==> src/hdl/sswc_pkg.sv <==
package sswc_pkg;
   // ==========================================================
   // Register offsets (printed offsets not all multiples of 4: index, byte = 4*index)
   localparam logic [15:0] SSWC_IDX_SUPPLY = 16'h00f9;
   localparam logic [15:0] SSWC_IDX_REF = 16'h2704;
   localparam logic [15:0] SSWC_IDX_TSEL = 16'h270a;
   localparam logic [15:0] SSWC_IDX_WTMR = 16'h2880;
   localparam logic [15:0] SSWC_IDX_WFLAG = 16'h28b1;
   localparam logic [15:0] SSWC_IDX_ARM = 16'h28b2;
   localparam logic [15:0] SSWC_IDX_WDOG = 16'h28b4;
   // Own registers: wake configuration with sleep control, and status
   localparam logic [15:0] SSWC_IDX_WCFG = 16'h2900;
   localparam logic [15:0] SSWC_IDX_STATUS = 16'h2901;
   localparam int SSWC_ADR_W = 18;
   // ==========================================================
   // Field positions
   localparam int SSWC_BIT_REF_OUT = 7;
   localparam int SSWC_BIT_REF_OFF = 6;
   localparam int SSWC_BIT_ARM = 5;
   localparam int SSWC_BIT_WDOG = 7;
   localparam int SSWC_BIT_WF_A = 2;
   localparam int SSWC_BIT_WF_B = 0;
   localparam int SSWC_BIT_TEMPERATURE_WAKE_FLAG = 6;
   localparam int SSWC_BIT_CFG_A = 0;
   localparam int SSWC_BIT_CFG_B = 1;
   localparam int SSWC_BIT_SLEEP = 2;
   localparam int SSWC_BIT_DISP = 3;
   localparam int SSWC_BIT_FLASH_BLK = 0;
   localparam int SSWC_BIT_PLL_FAST = 1;
   localparam int SSWC_BIT_EXPIRED = 2;
   localparam int SSWC_BIT_RUNNING = 3;
   // ==========================================================
   // Supply state codes
   localparam logic [2:0] SSWC_ST_OK = 3'h0;
   localparam logic [2:0] SSWC_ST_LOW = 3'h1;
   localparam logic [2:0] SSWC_ST_BAT = 3'h2;
   localparam logic [2:0] SSWC_ST_BAT_LOW = 3'h3;
   localparam logic [2:0] SSWC_ST_FAIL = 3'h5;
   // ==========================================================
   // Timing
   localparam int SSWC_CLK_HZ = 200000000;
   localparam int SSWC_SEC_S = 1;
   localparam int SSWC_SEC_CYC = SSWC_CLK_HZ * SSWC_SEC_S;
   localparam int SSWC_WD_W = 24;
endpackage

==> src/hdl/sswc_top.sv <==
`timescale 1ns/10ps
module sswc_top #(
   parameter int SEC_CYCLES = sswc_pkg::SSWC_SEC_CYC
)
(
   // Clock and reset
   input wire logic clk,
   input wire logic rst_b,
   // Wishbone classic slave
   input wire logic wb_cyc_i,
   input wire logic wb_stb_i,
   input wire logic wb_we_i,
   input wire logic [sswc_pkg::SSWC_ADR_W-1:0] wb_adr_i,
   input wire logic [3:0] wb_sel_i,
   input wire logic [31:0] wb_dat_i,
   output logic [31:0] wb_dat_o,
   output logic wb_ack_o,
   // Supply comparators (asynchronous)
   input wire logic analog_supply_good,
   input wire logic main_supply_good,
   input wire logic core_supply_good,
   input wire logic core_above_low_threshold,
   input wire logic core_trim_fuse,
   // Wake sources (debounced elsewhere, asynchronous)
   input wire logic wake_pin_a,
   input wire logic wake_pin_b,
   input wire logic temp_range_wake,
   // Analog and system controls
   output logic reference_to_pin,
   output logic reference_off,
   output logic flash_write_block,
   output logic pll_fast,
   output logic [2:0] remote_sensor_test_sel,
   output logic sleep_mode,
   output logic display_only_mode,
   output logic wake_timer_expired,
   output logic watchdog_restart
);

   // ==========================================================
   // Input synchronisers
   logic [7:0] sync1_reg;
   logic [7:0] sync2_reg;
   logic pin_a_d_reg;
   logic pin_b_d_reg;
   logic temp_d_reg;

   // Two flops for every asynchronous input
   always_ff @(posedge clk)
   begin
      if (!rst_b)
      begin
         sync1_reg <= 8'h00;
         sync2_reg <= 8'h00;
      end
      else
      begin
         sync1_reg <= {temp_range_wake, wake_pin_b, wake_pin_a, core_trim_fuse,
                       core_above_low_threshold, core_supply_good, main_supply_good, analog_supply_good};
         sync2_reg <= sync1_reg;
      end
   end

   wire a_ok = sync2_reg[0];
   wire m_ok = sync2_reg[1];
   wire c_ok = sync2_reg[2];
   wire c_hi = sync2_reg[3];
   wire fuse = sync2_reg[4];
   wire pin_a = sync2_reg[5];
   wire pin_b = sync2_reg[6];
   wire temp_w = sync2_reg[7];

   // ==========================================================
   // Supply state encoder
   logic [2:0] supply_state_code_reg;

   // Priority from healthiest down; only five codes exist
   always_ff @(posedge clk)
   begin
      if (!rst_b)
         supply_state_code_reg <= sswc_pkg::SSWC_ST_FAIL;
      else if (a_ok && m_ok)
         supply_state_code_reg <= sswc_pkg::SSWC_ST_OK;
      else if (m_ok)
         supply_state_code_reg <= sswc_pkg::SSWC_ST_LOW;
      else if (c_ok && c_hi)
         supply_state_code_reg <= sswc_pkg::SSWC_ST_BAT;
      else if (c_hi)
         supply_state_code_reg <= sswc_pkg::SSWC_ST_BAT_LOW;
      // core failing, no other code possible
      else
         supply_state_code_reg <= sswc_pkg::SSWC_ST_FAIL;
   end

   // ==========================================================
   // Bus decode
   wire req = wb_cyc_i && wb_stb_i && !wb_ack_o;
   wire [15:0] idx = wb_adr_i[sswc_pkg::SSWC_ADR_W-1:2];
   wire wr = req && wb_we_i && wb_sel_i[0];
   wire [7:0] wd = wb_dat_i[7:0];

   // ==========================================================
   // Control registers
   logic ref_out_reg;
   logic [2:0] tsel_reg;
   logic [7:0] wtmr_reg;
   logic arm_reg;
   logic cfg_a_reg;
   logic cfg_b_reg;

   // Software-written controls; read-only locations ignore writes
   always_ff @(posedge clk)
   begin
      if (!rst_b)
      begin
         ref_out_reg <= 1'b0;
         reference_off <= 1'b0;
         tsel_reg <= 3'h0;
         wtmr_reg <= 8'h00;
         arm_reg <= 1'b0;
         cfg_a_reg <= 1'b0;
         cfg_b_reg <= 1'b0;
         sleep_mode <= 1'b0;
         display_only_mode <= 1'b0;
      end
      else if (wr)
      begin
         // supply code and flag offsets are not decoded for writes
         unique case (idx)
            sswc_pkg::SSWC_IDX_REF:
            begin
               ref_out_reg <= wd[sswc_pkg::SSWC_BIT_REF_OUT];
               reference_off <= wd[sswc_pkg::SSWC_BIT_REF_OFF];
            end
            sswc_pkg::SSWC_IDX_TSEL: tsel_reg <= wd[2:0];
            sswc_pkg::SSWC_IDX_WTMR: wtmr_reg <= wd;
            sswc_pkg::SSWC_IDX_ARM: arm_reg <= wd[sswc_pkg::SSWC_BIT_ARM];
            sswc_pkg::SSWC_IDX_WCFG:
            begin
               cfg_a_reg <= wd[sswc_pkg::SSWC_BIT_CFG_A];
               cfg_b_reg <= wd[sswc_pkg::SSWC_BIT_CFG_B];
               sleep_mode <= wd[sswc_pkg::SSWC_BIT_SLEEP];
               display_only_mode <= wd[sswc_pkg::SSWC_BIT_DISP];
            end
            default:
            begin
            end
         endcase
      end
   end

   wire arm_write = wr && (idx == sswc_pkg::SSWC_IDX_ARM) && wd[sswc_pkg::SSWC_BIT_ARM];

   // ==========================================================
   // Analog and system outputs
   // Routing follows the values being written, so it never lags the disable bit
   wire ref_wr = wr && (idx == sswc_pkg::SSWC_IDX_REF);
   wire ref_out_next = ref_wr ? wd[sswc_pkg::SSWC_BIT_REF_OUT] : ref_out_reg;
   wire ref_off_next = ref_wr ? wd[sswc_pkg::SSWC_BIT_REF_OFF] : reference_off;

   // Registered so every output comes from a flop
   always_ff @(posedge clk)
   begin
      if (!rst_b)
      begin
         reference_to_pin <= 1'b0;
         flash_write_block <= 1'b0;
         pll_fast <= 1'b1;
         remote_sensor_test_sel <= 3'h0;
      end
      else
      begin
         reference_to_pin <= ref_out_next && !ref_off_next;
         flash_write_block <= (supply_state_code_reg == sswc_pkg::SSWC_ST_BAT_LOW);
         // fast PLL dropped once, stays low until reset
         if ((supply_state_code_reg == sswc_pkg::SSWC_ST_BAT_LOW) && fuse)
            pll_fast <= 1'b0;
         remote_sensor_test_sel <= tsel_reg;
      end
   end

   // ==========================================================
   // Seconds timebase and wake timer
   logic [31:0] sec_cnt_reg;
   logic [8:0] wake_cnt_reg;
   logic wake_run_reg;
   wire sec_tick = (sec_cnt_reg == 32'(SEC_CYCLES - 1));
   wire active = arm_reg && (sleep_mode || display_only_mode);

   // One-cycle enable per second while counting; restarts on arm
   always_ff @(posedge clk)
   begin
      if (!rst_b || arm_write || !active)
         sec_cnt_reg <= 32'h0;
      else if (sec_tick)
         sec_cnt_reg <= 32'h0;
      else
         sec_cnt_reg <= sec_cnt_reg + 32'h1;
   end

   // Count of seconds still to run, duration plus one
   always_ff @(posedge clk)
   begin
      if (!rst_b)
      begin
         wake_cnt_reg <= 9'h000;
         wake_run_reg <= 1'b0;
         wake_timer_expired <= 1'b0;
      end
      else if (arm_write)
      begin
         wake_cnt_reg <= {1'b0, wtmr_reg} + 9'h001;
         wake_run_reg <= 1'b1;
         wake_timer_expired <= 1'b0;
      end
      // only counts in sleep or display-only
      else if (wake_run_reg && active && sec_tick)
      begin
         wake_cnt_reg <= wake_cnt_reg - 9'h001;
         if (wake_cnt_reg == 9'h001)
         begin
            wake_run_reg <= 1'b0;
            wake_timer_expired <= 1'b1;
         end
      end
   end

   // ==========================================================
   // Watchdog restart
   // one-cycle pulse on written one
   always_ff @(posedge clk)
   begin
      if (!rst_b)
         watchdog_restart <= 1'b0;
      else
         watchdog_restart <= wr && (idx == sswc_pkg::SSWC_IDX_WDOG) && wd[sswc_pkg::SSWC_BIT_WDOG];
   end

   // ==========================================================
   // Wake flags
   logic wf_a_reg;
   logic wf_b_reg;
   logic wf_t_reg;

   // Edge history on synchronised copies only
   always_ff @(posedge clk)
   begin
      if (!rst_b)
      begin
         pin_a_d_reg <= 1'b0;
         pin_b_d_reg <= 1'b0;
         temp_d_reg <= 1'b0;
      end
      else
      begin
         pin_a_d_reg <= pin_a;
         pin_b_d_reg <= pin_b;
         temp_d_reg <= temp_w;
      end
   end

   // Pin flags sticky until source unconfigured or reset, temperature flag until reset; no software clear
   always_ff @(posedge clk)
   begin
      if (!rst_b)
      begin
         wf_a_reg <= 1'b0;
         wf_b_reg <= 1'b0;
         wf_t_reg <= 1'b0;
      end
      else
      begin
         if (!cfg_a_reg)
            wf_a_reg <= 1'b0;
         else if (pin_a && !pin_a_d_reg)
            wf_a_reg <= 1'b1;
         if (!cfg_b_reg)
            wf_b_reg <= 1'b0;
         else if (pin_b && !pin_b_d_reg)
            wf_b_reg <= 1'b1;
         if (temp_w && !temp_d_reg)
            wf_t_reg <= 1'b1;
      end
   end

   // ==========================================================
   // Read mux and acknowledge
   logic [7:0] rd;

   // Unmapped and write-only locations read zero
   always_comb
   begin
      rd = 8'h00;
      unique case (idx)
         sswc_pkg::SSWC_IDX_SUPPLY: rd = {5'h00, supply_state_code_reg};
         sswc_pkg::SSWC_IDX_REF: rd = {ref_out_reg, reference_off, 6'h00};
         sswc_pkg::SSWC_IDX_TSEL: rd = {5'h00, tsel_reg};
         sswc_pkg::SSWC_IDX_WTMR: rd = wtmr_reg;
         sswc_pkg::SSWC_IDX_WFLAG: rd = {1'b0, wf_t_reg, 3'h0, wf_a_reg, 1'b0, wf_b_reg};
         sswc_pkg::SSWC_IDX_ARM: rd = {2'h0, arm_reg, 5'h00};
         sswc_pkg::SSWC_IDX_WCFG: rd = {4'h0, display_only_mode, sleep_mode, cfg_b_reg, cfg_a_reg};
         sswc_pkg::SSWC_IDX_STATUS: rd = {4'h0, wake_run_reg, wake_timer_expired, pll_fast, flash_write_block};
         default: rd = 8'h00;
      endcase
   end

   // Single-cycle answer, dropped the cycle after
   always_ff @(posedge clk)
   begin
      if (!rst_b)
      begin
         wb_ack_o <= 1'b0;
         wb_dat_o <= 32'h0;
      end
      else
      begin
         wb_ack_o <= req;
         wb_dat_o <= req ? {24'h000000, rd} : 32'h0;
      end
   end

endmodule

==> config.mk <==
export PLATFORM = sky130hd
export DESIGN_NAME = sswc_top
export DESIGN_NICKNAME = d
export VERILOG_FILES = /design/src/hdl/sswc_pkg.sv /design/src/hdl/sswc_top.sv
export SDC_FILE = /design/constraint.sdc
export NUM_CORES = 1
export LEC_CHECK = 0
export BUFFER_PORTS_ARGS = -buffer_cell sky130_fd_sc_hd__buf_2
export CELL_PAD_IN_SITES_DETAIL_PLACEMENT = 2
export CELL_PAD_IN_SITES_GLOBAL_PLACEMENT = 2
export CORE_UTILIZATION = 35
export CTS_BUF_LIST = sky130_fd_sc_hd__clkbuf_4 sky130_fd_sc_hd__clkbuf_8
export DETAILED_ROUTE_END_ITERATION = 6
export PLACE_DENSITY_LB_ADDON = 0.3
export SETUP_SLACK_MARGIN = 0.02
export SYNTH_ARGS = -nofsm -noshare
export SYNTH_HDL_FRONTEND = slang
export SYNTH_SLANG_ARGS = --single-unit
==> constraint.sdc <==
create_clock -name clk -period 3.3 [get_ports clk]
set_input_delay 0.165 -clock clk [delete_from_list [all_inputs] [get_ports clk]]
set_output_delay 0.165 -clock clk [all_outputs]
set_load 0.05 [all_outputs]
==> results.toml <==
[clocking]
hold_buffers = 8
tritoncts = "built"
post-cts-setup-buffer-count = 0
htreeDepth = 3
clkTransAtPathRegs_ns = 0.10
cts_resized = 0
cts-buffers-inserted = 9
clock_latency_ns = 0.39
cts_root_buffer = "clkbuf_8"
clock_sinks = 102
clockBufferDepth = 2

[detailed_routing]
drt_wl_total_microns = 12170
dr_total_vias = 3738
drc = 0
wl_per_cell_microns = 16.22
dr.pass1.iters = 5
drt_iter0_drc = 109
viasPerCell = 4.984
ant_nets = 0

[power]
power_w = 0.002182
powerDensity_nw_per_um2 = 410.0
ir_drop_mv = 0.1591
power_leakage_nw = 1.906

[worst_hold_path]
hold_path.class = "primary input to flop"
hold_end = "watchdog_restart$_SDFF_PN0_"
hold_depth = 3
hold_start = "wb_dat_i[7]"

[finish]
largest_reg_flops = 32
antenna_cells = 0
layout-drive-gt1-share = 0.1760
area_delta_synth_final_pct = 12.63
stdcell_count = 750
n_fill_cell = 1491
nNetsFinal = 640

[synthesis]
async_flop_share = 0
synth_top_area_cell = "dfxtp_1"
yosys-top-cells-area = "dfxtp_1, xor2_1, nor2_1"
seq_area_frac_synth = 0.4322
synth_commonest_cells = "dfxtp_1, nor2_1, nand2_1, buf_4"
synth_warnings = 0
synth-edff-count = 0
synth_top_area_frac = 0.4322
syn_area_per_cell_sq_um = 9.319
syn_area_sq_um = 4725
synth-main-ff-cell = "dfxtp_1"
synth.most_common_cell = "dfxtp_1"
synthCells = 507
ys_ff_latch = 102
ys_types = 63

[placement]
hpwl_microns = 9169
gp_congestion = 0.7749
place_inst = 726
portBuffers = 57

[run]
cap_viol_max_count = 0

[grt]
grt.overflow.total = 0
grt_pass1_wl_microns = 20530
grt_usage = 0.1861
grt_max_degree = 35
grt_pass1_vias = 4108
antenna_found_initial = 0

[worst_setup_path]
cp_max_fo = 32
reg2reg_from = "sec_cnt_reg[20]$_SDFF_PP0_"
end_kind = "flop"
path_class = "flop to flop"
worstRegToRegCells = 6
r2r-end = "sec_cnt_reg[11]$_SDFF_PP0_"
worst-endpoint-arrival_ns = 2.56
r2r_slack_ns = 0.99
critPathRequiredTime_ns = 3.55
crit_path_start_kind = "flop"

[floorplan]
die_x_microns = 118.2
core.rowCount = 42
core-area_sq_um = 13190
start_util = 0.3582
io_pins = 111
die_area_sq_um = 13970
die_h_microns = 118.2

[run_status]
status = "completed"

[sta]
setup_tns_ns = 0
fmax_ghz = 0.4326
finalHoldViolCount = 0
period_minus_slack_ns = 2.312
drv_slew = 0
max_slew.worst_pin.slew_ns = 0.7304
slew_headroom = 0.5125
grt_setup_unrepaired = "false"
setup_viol = 0
period_share = 0.7006
skew_ns = 0.01102
==> how the worst max path moves through the flow <==
stage	cells past startpoint	from	to
after floorplan	5	display_only_mode$_SDFFE_PN0P_	wake_cnt_reg[8]$_SDFFE_PN0P_
after global placement	7	wb_adr_i[10]	sec_cnt_reg[28]$_SDFF_PP0_
after detailed placement	7	wb_adr_i[10]	sec_cnt_reg[16]$_SDFF_PP0_
after CTS	6	sec_cnt_reg[18]$_SDFF_PP0_	sec_cnt_reg[11]$_SDFF_PP0_
after global routing	6	sec_cnt_reg[18]$_SDFF_PP0_	sec_cnt_reg[16]$_SDFF_PP0_
final	6	sec_cnt_reg[20]$_SDFF_PP0_	sec_cnt_reg[11]$_SDFF_PP0_
==> cell usage in the layout (no fill, tap or decap), types with 4 or more instances in the layout <==
cell type	n
a21oi_1	14
a22oi_1	8
and2_1	24
and3_1	6
buf_2	57
clkbuf_8	10
conb_1	24
dfxtp_1	102
dlygate4sd3_1	8
ha_1	4
inv_1	7
inv_6	4
mux2i_1	15
nand2_1	35
nand3_1	25
nand4_1	11
nand4b_1	4
nor2_1	58
nor2b_1	20
nor3_1	12
nor4_1	4
o21ai_0	11
xnor2_1	19
xor2_1	25
==> through the flow <==
step	utilization	cell area [sq um]	worst slack, ns	hold slack, ns
after floorplan	-	4811	1.385	0.2923
after global placement	0.3830	5052	0.8933	0.3710
after detailed placement	0.3830	5052	0.8175	0.3799
after CTS	0.4034	5321	0.9441	0.04206
after global routing	0.4034	5321	0.7825	0.05634
final	0.4034	5321	0.9882	0.05278
==> layer usage <==
metal  track usage  part of all wire
met1        0.2288              0.44
met2        0.3228              0.51
met3       0.03282             0.033
met4       0.06971             0.014
met5             0                 0
==> logic make-up after synthesis <==
kind of cell / Yosys count / share of synthesized area
and+or+nand+nor: 246 / 0.3128
DFF: 102 / 0.4322
AOI/OAI and AO/OA: 50 / 0.06727
buffers and inverters: 45 / 0.06303
xor gates and xnor gates: 44 / 0.08157
muxes: 15 / 0.03178
adders and majority gates: 4 / 0.01059
other: 1 / 0.0007937
==> cell type report <==
| type | instances | area (sq um) | area share |
|---|---|---|---|
| clock buffers | 10 | 137.6 | 0.02586 |
| inverters | 7 | 26.28 | 0.004938 |
| repair buffers | 66 | 372.9 | 0.07007 |
| multi-input cells | 383 | 2471 | 0.4644 |
| well taps | 176 | 220.2 | 0.04138 |
| flip-flops and latches | 102 | 2042 | 0.3837 |
| clock inverters | 6 | 51.30 | 0.009640 |
==> worst max-delay path: stages (launching register included) <==
cell and delay, ns:
dfxtp_1 0.36, nor4b_1 0.42, nand3_1 0.28, nor3_4 0.39, nor2_1 0.09, nand3_2 0.49
nor2_1 0.14
==> power by group <==
part           leakage (nW)  switching (W)  internal, W  total [W]
clock network        0.0943       0.000474     0.000307   0.000781
registers             0.826     0.00000478      0.00124    0.00125
logic                 0.986       0.000109    0.0000450   0.000154
Note: power is estimated with default switching activity, not from simulation.
